File: src/uart_cfg_pkg.sv
// constants shared by the serial transceiver and its shift engine
// assumes one 100 MHz clock and an active-low asynchronous reset
// How it works
// buffer/shift flags step 10, 11, 01; a load here goes from 10 straight to 01
// software judges only the buffer-full flag
// on LIN, wait for status zero
// write holding buffer only when not full
// reinitialize only after shift-busy clears
// completion pulse per frame, software detects overrun
// software reads every received byte
// unread byte on new frame flags overrun
// receiver checks exactly one stop bit
// software reads error status before data
// parity select held zero on LIN
// idle shifter loads holding buffer at once
package uart_cfg_pkg;
    localparam int          CLK_HZ       = 100_000_000; // system clock rate
    localparam int          BAUD_DEFAULT = 115_200;     // plain default rate
    localparam int          DIV_DEFAULT  = CLK_HZ / BAUD_DEFAULT; // clocks per bit
    localparam logic [7:0]  DATA_RESET   = 8'h00;       // data registers after reset
    localparam logic [1:0]  PAR_NONE     = 2'h0;        // parity select: none
    localparam logic [1:0]  PAR_ZERO     = 2'h1;        // parity select: always zero
    localparam logic [1:0]  PAR_ODD      = 2'h2;        // parity select: odd
    localparam logic [1:0]  PAR_EVEN     = 2'h3;        // parity select: even
    localparam int          ERR_PARITY   = 2;           // error status bit positions
    localparam int          ERR_FRAME    = 1;
    localparam int          ERR_OVERRUN  = 0;
    // transmit shifter states, gray along start-data-parity-stop
    typedef enum logic [2:0] {
        TX_IDLE   = 3'h0,
        TX_START  = 3'h1,
        TX_DATA   = 3'h3,
        TX_PARITY = 3'h2,
        TX_STOP   = 3'h6
    } tx_state_t;
    // receive states, gray along start-data-parity-stop
    typedef enum logic [2:0] {
        RX_IDLE   = 3'h0,
        RX_START  = 3'h1,
        RX_DATA   = 3'h3,
        RX_PARITY = 3'h2,
        RX_STOP   = 3'h6
    } rx_state_t;
endpackage

File: src/tx_shift_if.sv
// carrier between the transceiver top and its transmit shifter
// assumes both ends sit on the same clock
interface tx_shift_if;
    logic       load;   // one-cycle pulse: take byte into shifter
    logic [7:0] data;   // byte to shift out
    logic       busy;   // shifter holds a frame
    logic       done;   // one-cycle pulse at the tick that starts the last stop bit
    modport ctrl  (output load, output data, input busy, input done);
    modport shift (input load, input data, output busy, output done);
endinterface

File: src/uart_xcvr.sv
// serial transceiver: double-buffered transmit with status flags and
// a receiver with error status and overrun detection
// assumes rxd comes from a pin; all control is plain ports on clk
module uart_xcvr #(
    parameter int DIV = uart_cfg_pkg::DIV_DEFAULT  // clocks per bit
) (
    input  wire logic       clk,
    input  wire logic       rstn,
    input  wire logic       tx_enable,           // transmit unit on
    input  wire logic       rx_enable,           // receive unit on
    input  wire logic       parity_select_hi,    // parity mode bit 1
    input  wire logic       parity_select_lo,    // parity mode bit 0
    input  wire logic       two_stop,            // transmit two stop bits
    input  wire logic       tx_write,            // pulse: write holding buffer
    input  wire logic [7:0] tx_wdata,            // byte written
    output logic            tx_buffer_full_flag, // holding buffer occupied
    output logic            tx_shift_busy_flag,  // shifter sending
    output logic [7:0]      tx_status_register,  // {0,..,full,busy}
    output logic            tx_complete_interrupt, // pulse per sent frame
    output logic            txd,                 // serial out
    input  wire logic       rxd,                 // serial in, asynchronous
    input  wire logic       rx_status_read,      // pulse: error status read
    input  wire logic       rx_data_read,        // pulse: receive buffer read
    output logic [7:0]      rx_holding_buffer,   // received byte
    output logic [2:0]      rx_error_status_register, // parity, frame, overrun
    output logic            rx_complete          // pulse per received frame
);
    localparam int CW = $clog2(DIV);

    ///////////////////////////////////////////////////////////////////////
    // baud divider: one-cycle tick for transmit
    logic [CW-1:0] tx_div;           // transmit bit timer
    wire           tx_tick = tx_enable && (tx_div == CW'(DIV - 1));
    always_ff @(posedge clk or negedge rstn) begin
        if (!rstn) tx_div <= '0;
        else if (!tx_enable || tx_tick) tx_div <= '0;
        else tx_div <= tx_div + CW'(1);
    end

    wire [1:0] parity_sel = {parity_select_hi, parity_select_lo};

    ///////////////////////////////////////////////////////////////////////
    // transmit holding buffer
    tx_shift_if sh ();
    logic [7:0] hold;                // byte waiting for the shifter
    // idle shifter and full buffer: hand over this cycle
    wire        do_load = tx_buffer_full_flag && !sh.busy && tx_enable;
    assign sh.load = do_load;
    assign sh.data = hold;

    // load on idle
    // full then busy, full clearing in the cycle busy sets
    always_ff @(posedge clk or negedge rstn) begin
        if (!rstn) begin
            tx_buffer_full_flag <= 1'b0;
            hold                <= uart_cfg_pkg::DATA_RESET;
        end else if (!tx_enable) begin
            tx_buffer_full_flag <= 1'b0;
        end else if (tx_write) begin
            // a write while full overwrites: data not guaranteed
            tx_buffer_full_flag <= 1'b1;
            hold                <= tx_wdata;
        end else if (do_load) begin
            tx_buffer_full_flag <= 1'b0;
        end
    end

    uart_tx_shifter u_shift (
        .clk        (clk),
        .rstn       (rstn),
        .bit_tick   (tx_tick),
        .parity_sel (parity_sel),
        .two_stop   (two_stop),
        .port       (sh.shift),
        .txd        (txd)
    );

    // completion per frame
    assign tx_shift_busy_flag    = sh.busy;
    assign tx_complete_interrupt = sh.done;
    assign tx_status_register    = {6'h00, tx_buffer_full_flag, tx_shift_busy_flag};

    // check shifter takes byte
    chk_load_sets_busy: assert property (@(posedge clk) disable iff (!rstn)
        do_load |=> tx_shift_busy_flag && !tx_buffer_full_flag)
        else $error("load did not move byte into shifter");
    // check flag sequence
    chk_full_busy_order: assert property (@(posedge clk) disable iff (!rstn)
        (tx_buffer_full_flag && !tx_shift_busy_flag && !tx_write) |=>
        (!tx_buffer_full_flag && tx_shift_busy_flag) || !tx_enable)
        else $error("full flag did not hand over to busy");
    // check completion timing
    chk_done_ends_busy: assert property (@(posedge clk) disable iff (!rstn)
        tx_complete_interrupt && !tx_buffer_full_flag |=> !tx_shift_busy_flag)
        else $error("busy stayed after frame completion");

    ///////////////////////////////////////////////////////////////////////
    // receive input synchroniser
    logic rxd_meta;                  // first stage, read only by rxd_sync
    logic rxd_sync;                  // safe copy of the line
    always_ff @(posedge clk or negedge rstn) begin
        if (!rstn) begin
            rxd_meta <= 1'b1;
            rxd_sync <= 1'b1;
        end else begin
            rxd_meta <= rxd;
            rxd_sync <= rxd_meta;
        end
    end

    ///////////////////////////////////////////////////////////////////////
    // receiver: samples mid-bit, one stop bit only
    uart_cfg_pkg::rx_state_t rx_state; // frame phase
    logic [CW-1:0] rx_div;           // bit timer, restarted on start edge
    logic [2:0]    rx_cnt;           // data bit index
    logic [7:0]    rx_shreg;         // bits collected
    logic          rx_par;           // running parity of data
    logic          rx_full;          // holding buffer not yet read
    wire           rx_mid   = (rx_div == CW'(DIV / 2));
    wire           rx_end   = (rx_div == CW'(DIV - 1));
    wire           rx_par_ok = (parity_sel == uart_cfg_pkg::PAR_ODD)  ? (rx_par ^ rxd_sync) :
                               (parity_sel == uart_cfg_pkg::PAR_EVEN) ? !(rx_par ^ rxd_sync) :
                               (parity_sel == uart_cfg_pkg::PAR_ZERO) ? 1'b1 : 1'b1;
    // stop sampled: frame finishes here, a second stop bit never looked at
    wire           stop_hit = rx_mid && (rx_state == uart_cfg_pkg::RX_STOP);
    logic          par_err;          // parity error of frame in flight
    assign rx_complete = stop_hit;

    always_ff @(posedge clk or negedge rstn) begin
        if (!rstn) rx_div <= '0;
        else if (rx_state == uart_cfg_pkg::RX_IDLE || rx_end) rx_div <= '0;
        else rx_div <= rx_div + CW'(1);
    end

    // single stop bit
    always_ff @(posedge clk or negedge rstn) begin
        if (!rstn) begin
            rx_state <= uart_cfg_pkg::RX_IDLE;
            rx_cnt   <= 3'h0;
            rx_shreg <= uart_cfg_pkg::DATA_RESET;
            rx_par   <= 1'b0;
            par_err  <= 1'b0;
        end else if (!rx_enable) begin
            rx_state <= uart_cfg_pkg::RX_IDLE;
        end else begin
            case (rx_state)
                uart_cfg_pkg::RX_IDLE: begin
                    if (!rxd_sync) rx_state <= uart_cfg_pkg::RX_START;
                end
                uart_cfg_pkg::RX_START: begin
                    // a start bit gone high by mid-bit was a glitch
                    if (rx_mid && rxd_sync) rx_state <= uart_cfg_pkg::RX_IDLE;
                    else if (rx_end) begin
                        rx_state <= uart_cfg_pkg::RX_DATA;
                        rx_cnt   <= 3'h0;
                        rx_par   <= 1'b0;
                        par_err  <= 1'b0;
                    end
                end
                uart_cfg_pkg::RX_DATA: begin
                    if (rx_mid) begin
                        rx_shreg <= {rxd_sync, rx_shreg[7:1]};
                        rx_par   <= rx_par ^ rxd_sync;
                    end
                    if (rx_end) begin
                        rx_cnt <= rx_cnt + 3'h1;
                        if (rx_cnt == 3'h7) begin
                            rx_state <= (parity_sel == uart_cfg_pkg::PAR_NONE) ?
                                        uart_cfg_pkg::RX_STOP : uart_cfg_pkg::RX_PARITY;
                        end
                    end
                end
                uart_cfg_pkg::RX_PARITY: begin
                    if (rx_mid) par_err <= !rx_par_ok;
                    if (rx_end) rx_state <= uart_cfg_pkg::RX_STOP;
                end
                uart_cfg_pkg::RX_STOP: begin
                    if (rx_mid) rx_state <= uart_cfg_pkg::RX_IDLE;
                end
                default: rx_state <= uart_cfg_pkg::RX_IDLE;
            endcase
        end
    end

    ///////////////////////////////////////////////////////////////////////
    // receive buffer and error status; new errors win over a clear
    // overrun on unread
    always_ff @(posedge clk or negedge rstn) begin
        if (!rstn) begin
            rx_holding_buffer        <= uart_cfg_pkg::DATA_RESET;
            rx_full                  <= 1'b0;
            rx_error_status_register <= 3'h0;
        end else if (stop_hit) begin
            rx_holding_buffer <= rx_shreg;
            rx_full           <= 1'b1;
            rx_error_status_register[uart_cfg_pkg::ERR_OVERRUN] <=
                rx_full || (rx_error_status_register[uart_cfg_pkg::ERR_OVERRUN]
                            && !rx_status_read);
            rx_error_status_register[uart_cfg_pkg::ERR_FRAME] <= !rxd_sync ||
                (rx_error_status_register[uart_cfg_pkg::ERR_FRAME] && !rx_status_read);
            rx_error_status_register[uart_cfg_pkg::ERR_PARITY] <= par_err ||
                (rx_error_status_register[uart_cfg_pkg::ERR_PARITY] && !rx_status_read);
        end else begin
            if (rx_data_read) rx_full <= 1'b0;
            if (rx_status_read) rx_error_status_register <= 3'h0;
        end
    end

    // check overrun flagged
    chk_overrun_flag: assert property (@(posedge clk) disable iff (!rstn)
        (stop_hit && rx_full) |=> rx_error_status_register[uart_cfg_pkg::ERR_OVERRUN])
        else $error("unread byte overwritten without overrun");
    // check single stop
    chk_one_stop: assert property (@(posedge clk) disable iff (!rstn)
        stop_hit |=> rx_state == uart_cfg_pkg::RX_IDLE)
        else $error("receiver waited beyond one stop bit");
    // check framing follows line
    chk_frame_err: assert property (@(posedge clk) disable iff (!rstn)
        (stop_hit && !rxd_sync) |=> rx_error_status_register[uart_cfg_pkg::ERR_FRAME])
        else $error("low stop bit not flagged");
    // check data captured
    chk_rx_capture: assert property (@(posedge clk) disable iff (!rstn)
        stop_hit |=> rx_full && rx_holding_buffer == $past(rx_shreg))
        else $error("received byte not captured");
    // check no buffer loss
    chk_write_sets_full: assert property (@(posedge clk) disable iff (!rstn)
        (tx_write && tx_enable) |=> tx_buffer_full_flag)
        else $error("write did not set buffer-full");
endmodule

File: src/uart_tx_shifter.sv
// transmit shifter: start bit, eight data bits lsb first, parity, stop bits
// assumes bit_tick is a one-cycle enable at the baud rate
module uart_tx_shifter (
    input  wire logic       clk,
    input  wire logic       rstn,
    input  wire logic       bit_tick,   // one pulse per bit time
    input  wire logic [1:0] parity_sel, // parity mode
    input  wire logic       two_stop,   // send a second stop bit
    tx_shift_if.shift       port,
    output logic            txd         // serial output, idle high
);
    uart_cfg_pkg::tx_state_t state;     // frame phase
    logic [7:0]              shreg;     // bits still to send
    logic [2:0]              bit_cnt;   // data bit index
    logic                    par;       // running odd/even sum
    logic                    stop2;     // second stop bit pending

    // parity bit to send for the selected mode
    wire par_bit = (parity_sel == uart_cfg_pkg::PAR_ODD)  ? ~par :
                   (parity_sel == uart_cfg_pkg::PAR_EVEN) ? par  : 1'b0;
    assign port.busy = (state != uart_cfg_pkg::TX_IDLE);
    assign port.done = bit_tick && (state == uart_cfg_pkg::TX_STOP) && !stop2;

    ///////////////////////////////////////////////////////////////////////
    // frame sequencer; a load only arrives while idle
    always_ff @(posedge clk or negedge rstn) begin
        if (!rstn) begin
            state   <= uart_cfg_pkg::TX_IDLE;
            shreg   <= uart_cfg_pkg::DATA_RESET;
            bit_cnt <= 3'h0;
            par     <= 1'b0;
            stop2   <= 1'b0;
            txd     <= 1'b1;
        end else if (port.load) begin
            state <= uart_cfg_pkg::TX_START;
            shreg <= port.data;
            par   <= 1'b0;
            stop2 <= two_stop;
        end else if (bit_tick) begin
            case (state)
                uart_cfg_pkg::TX_START: begin
                    txd     <= 1'b0;
                    bit_cnt <= 3'h0;
                    state   <= uart_cfg_pkg::TX_DATA;
                end
                uart_cfg_pkg::TX_DATA: begin
                    txd     <= shreg[0];
                    par     <= par ^ shreg[0];
                    shreg   <= {1'b0, shreg[7:1]};
                    bit_cnt <= bit_cnt + 3'h1;
                    if (bit_cnt == 3'h7) begin
                        state <= (parity_sel == uart_cfg_pkg::PAR_NONE) ?
                                 uart_cfg_pkg::TX_STOP : uart_cfg_pkg::TX_PARITY;
                    end
                end
                uart_cfg_pkg::TX_PARITY: begin
                    txd   <= par_bit;
                    state <= uart_cfg_pkg::TX_STOP;
                end
                uart_cfg_pkg::TX_STOP: begin
                    // this tick raises the line; a following start waits one more bit
                    txd <= 1'b1;
                    if (stop2) begin
                        stop2 <= 1'b0;
                    end else begin
                        state <= uart_cfg_pkg::TX_IDLE;
                    end
                end
                default: begin
                    txd   <= 1'b1;
                    state <= uart_cfg_pkg::TX_IDLE;
                end
            endcase
        end
    end
endmodule

File: config.mk
export PLATFORM = sky130hd
export DESIGN_NAME = uart_xcvr
export DESIGN_NICKNAME = d
export VERILOG_FILES = /design/src/uart_cfg_pkg.sv /design/src/tx_shift_if.sv /design/src/uart_xcvr.sv /design/src/uart_tx_shifter.sv
export SDC_FILE = /design/constraint.sdc
export NUM_CORES = 1
export LEC_CHECK = 0
export BUFFER_PORTS_ARGS = -buffer_cell sky130_fd_sc_hd__clkbuf_2
export CAP_MARGIN = 5
export CELL_PAD_IN_SITES_DETAIL_PLACEMENT = 0
export CELL_PAD_IN_SITES_GLOBAL_PLACEMENT = 1
export CORE_MARGIN = 2
export CORE_UTILIZATION = 40
export DETAILED_ROUTE_END_ITERATION = 10
export PLACE_DENSITY_LB_ADDON = 0.25
export SYNTH_ARGS = -nofsm -noshare
export SYNTH_HDL_FRONTEND = slang
export SYNTH_SLANG_ARGS = --single-unit
File: constraint.sdc
create_clock -name clk -period 1.97 [get_ports clk]
set_clock_uncertainty 0.05 [all_clocks]
set_input_delay 0.197 -clock clk [delete_from_list [all_inputs] [get_ports clk]]
set_output_delay 0.197 -clock clk [all_outputs]
set_load 0.05 [all_outputs]
==> results.md <==
* Routed len/inst at 14.04 um
* Num CTS Buffers at 9
* H-tree Lvls at 3
* Worst skew pair latency at 0.35 ns
* P per Cell Area at 748.4 nW/um^2
* Commonest cells after routing, fill and taps aside: dfrtp_1 (73), buf_4 (34), clkbuf_2 (33), nor2_1 (28), mux2_2 (22)
* Post-route cell area at 4528 sq um
* Drt total wl at 7.103 mm
* Share of the synthesized area in the top cell type at 50.89%
* Inst Count DP at 478
* I/O pin cnt at 43
* Drt initial violations at 95
* Final worst slack at -0.04258 ns
* Post-Syn Area at 3590 sq um
* Layout Nets at 419
* Clock slew at reported path FFs at 0.08 ns
* Max Cap Viol at 0
* GP Congestion at 0.8199
* Vias per cell at 5.047
* Netlist cell types at 54
* Commonest non-fill, non-tap cell in the layout: dfrtp_1
* Post-synth top flop: dfrtp_1
* RSZ-0062 raised after global routing: true
* Synth Area per Inst at 11.32 sq um
* Remaining DRCs at 0
* Number of synthesized register bits at 76
* Die area at 9748 sq um
* Asr flop ratio synth at 100.0%
* Worst min path class: in2reg
* Gate Count Post-Synth at 317
* First-pass GRT wire length at 12.43 mm
* Die height at 98.73 um
* Post-route insts no fill at 506
* Initial core utilization at 41.16%
* Crit end category: primary output
* Max-slew violation count at 0
* Status: complete, but fails checks
* Core area at 8721 sq um
* Maximum number of pins on one net before global-route repair at 48
* Count of final setup violators at 1
* Cell taking the most area after synthesis: dfrtp_1
* Layout fillers at 773
* Worst Path Max Fanout at 4
* Hold path start: tx_wdata[4]
* Diode count at 0
* Yosys warns at 0
* Via count at 2554
* R2R Path Start: rx_div[3]
* Final ANT Viol Nets at 0
* Area grow syn2layout at 26.14%
* Ratio of cells with drive above 1 in the final layout at 33.92%
* Max frequency at 496.9 MHz
* Failing checks: negative setup slack
* Crit start category: flip-flop
* # clock sinks at 76
* Total iterations of the first detailed-routing run at 4
* Dpl cell area at 4066 sq um
* Worst IR Drop VDD at 0.0003499 V
* Main area contributors after synthesis: dfrtp_1 (51%), mux2_2 (7.5%), nor2_1 (2.9%), xor2_1 (2.9%), ha_1 (2.4%)
* Total GRT Usage at 15.67%
* Vias in the first global route at 2681
* Cell Rows at 34
* Clk root buf: clkbuf_8
* EDFF count, synth at 0
* Final period utilization at 102.2%
* Dpl hpwl at 4.850 mm
* Final Hold Vio Count at 0
* Crit path kind: reg2out
* CTS tree: done
* Req. time, crit path at 1.72 ns
* Grt ovf at 0
* Seq/Total Area, Yosys at 53.08%
* Buffers on Ports at 36
* Worst EP arrival at 1.77 ns
* Initial antenna violation count at 0
* LEAKAGE at 2.249 nW
* Min Tclk post-route at 2.013 ns
* Critical path startpoint: rx_div[3]
* Width of the chip at 98.73 um
* Clock Tree Buf Depth at 2
[timing repair]
action / in CTS / in global routing
setup endpoints to repair: 13 / 26
pin swaps: 5 / 6
setup buffers: 4 / 2
hold buffers: 5 / 0
resized for setup: 13 / 10
gates cloned: 0 / 1
hold endpoints to repair: 32 / 0
[layout make-up]
type / instances / area, sq um / share of cell area [%]
clock buffer: 10 / 127.6 / 2.818
clock inverter: 6 / 136.4 / 3.012
inverter: 14 / 52.55 / 1.161
multi-input combinational: 214 / 1618 / 35.73
sequential: 76 / 1906 / 42.08
tap: 108 / 135.1 / 2.984
timing repair buffer: 78 / 553.0 / 12.21
[critical path, stage by stage (launching register included)]
cell and delay (ns):
dfrtp_1 0.38, or3b_4 0.43, buf_6 0.14, nor3_4 0.13, nor2b_4 0.19, buf_8 0.15
[where the power goes]
part	internal [mW]	switching [mW]	leakage, nW
Sequential	1.60	0.0284	0.994
Clock	0.972	0.579	0.127
Combinational	0.0821	0.126	1.13
Total	2.66	0.733	2.25
[path summary, 6_finish.rpt]
kind | end | slack [ns] | cells after the start
min in group asynchronous | tx_div[0] | 0.26 | 2
worst min-delay path | hold[4] | 0.02 | 2
worst max register to register | rx_holding_buffer[3] | 0.02 | 4
max in group asynchronous | rxd_sync | 0.97 | 3
worst min register to register | rxd_sync | 0.31 | 0
worst max-delay path | rx_complete | -0.04 | 5
[per-stage QoR]
step	total power, mW	util (%)	setup slack (ns)	setup TNS (ns)	hold slack [ns]
after detailed placement	1.860	46.63	-0.08962	-0.6345	0.1075
after global routing	3.531	51.92	-0.1345	-0.4192	0.01372
after global placement	1.857	46.63	-0.02509	-0.1545	0.1047
final	3.389	51.92	-0.04258	-0.04258	0.02190
after floorplan	1.774	-	-0.1023	-0.8775	-0.1486
after CTS	3.438	51.26	-0.05003	-0.1292	0.01332
[sequential cells by signal, indices dropped and copies added, names as in the netlist, 8 cells and up]
| signal | flops |
|---|---|
| tx_div | 10 |
| rx_holding_buffer | 8 |
| rx_div | 10 |
| hold | 8 |
| rx_shreg | 8 |
| u_shift.shreg | 8 |
[metal layers]
layer / track usage (%) / part of all wire (%)
met4: 3.899 / 0.79
met3: 4.965 / 4.4
met2: 26.48 / 49
met1: 19.63 / 46
met5: 0 / 0
[cells in the mapped netlist, types with 2 or more instances]
master     n
ha_1       7
a22o_1     6
xnor2_1    7
clkbuf_1   6
o31ai_1    4
a21o_1     4
nand4_1    4
xor2_1    12
mux2i_1    6
dfstp_2    3
buf_2      3
and3_1     6
dfrtp_1   73
nand3_1   12
nand4b_1   3
o22ai_1    3
a21oi_1    6
or3_1      2
buf_4      8
nor2b_1    5
nand3b_1   2
mux2_2    24
nand2_1   19
o21ai_0    7
and2_1     4
and4_1     2
nor3_1     7
o32ai_1    2
nor2_1    28
mux2_1     3
inv_1     14
a31o_2     2
nand2b_1   2
[kinds of logic (layout without fill, tap and decap cells)]
family,after synthesis,after routing,synth area share (%)
AND/OR/NAND/NOR,108,108,16.97
other,1,6,0.1045
buffers and inverters,32,108,4.496
flip-flops,76,76,53.08
AO/OA/AOI/OAI,41,41,8.122
XOR/XNOR,19,19,4.636
adder cells (fa/ha/maj),7,7,2.440
multiplexers,33,33,10.14
No activity file was read; power rests on OpenSTA's default activity.
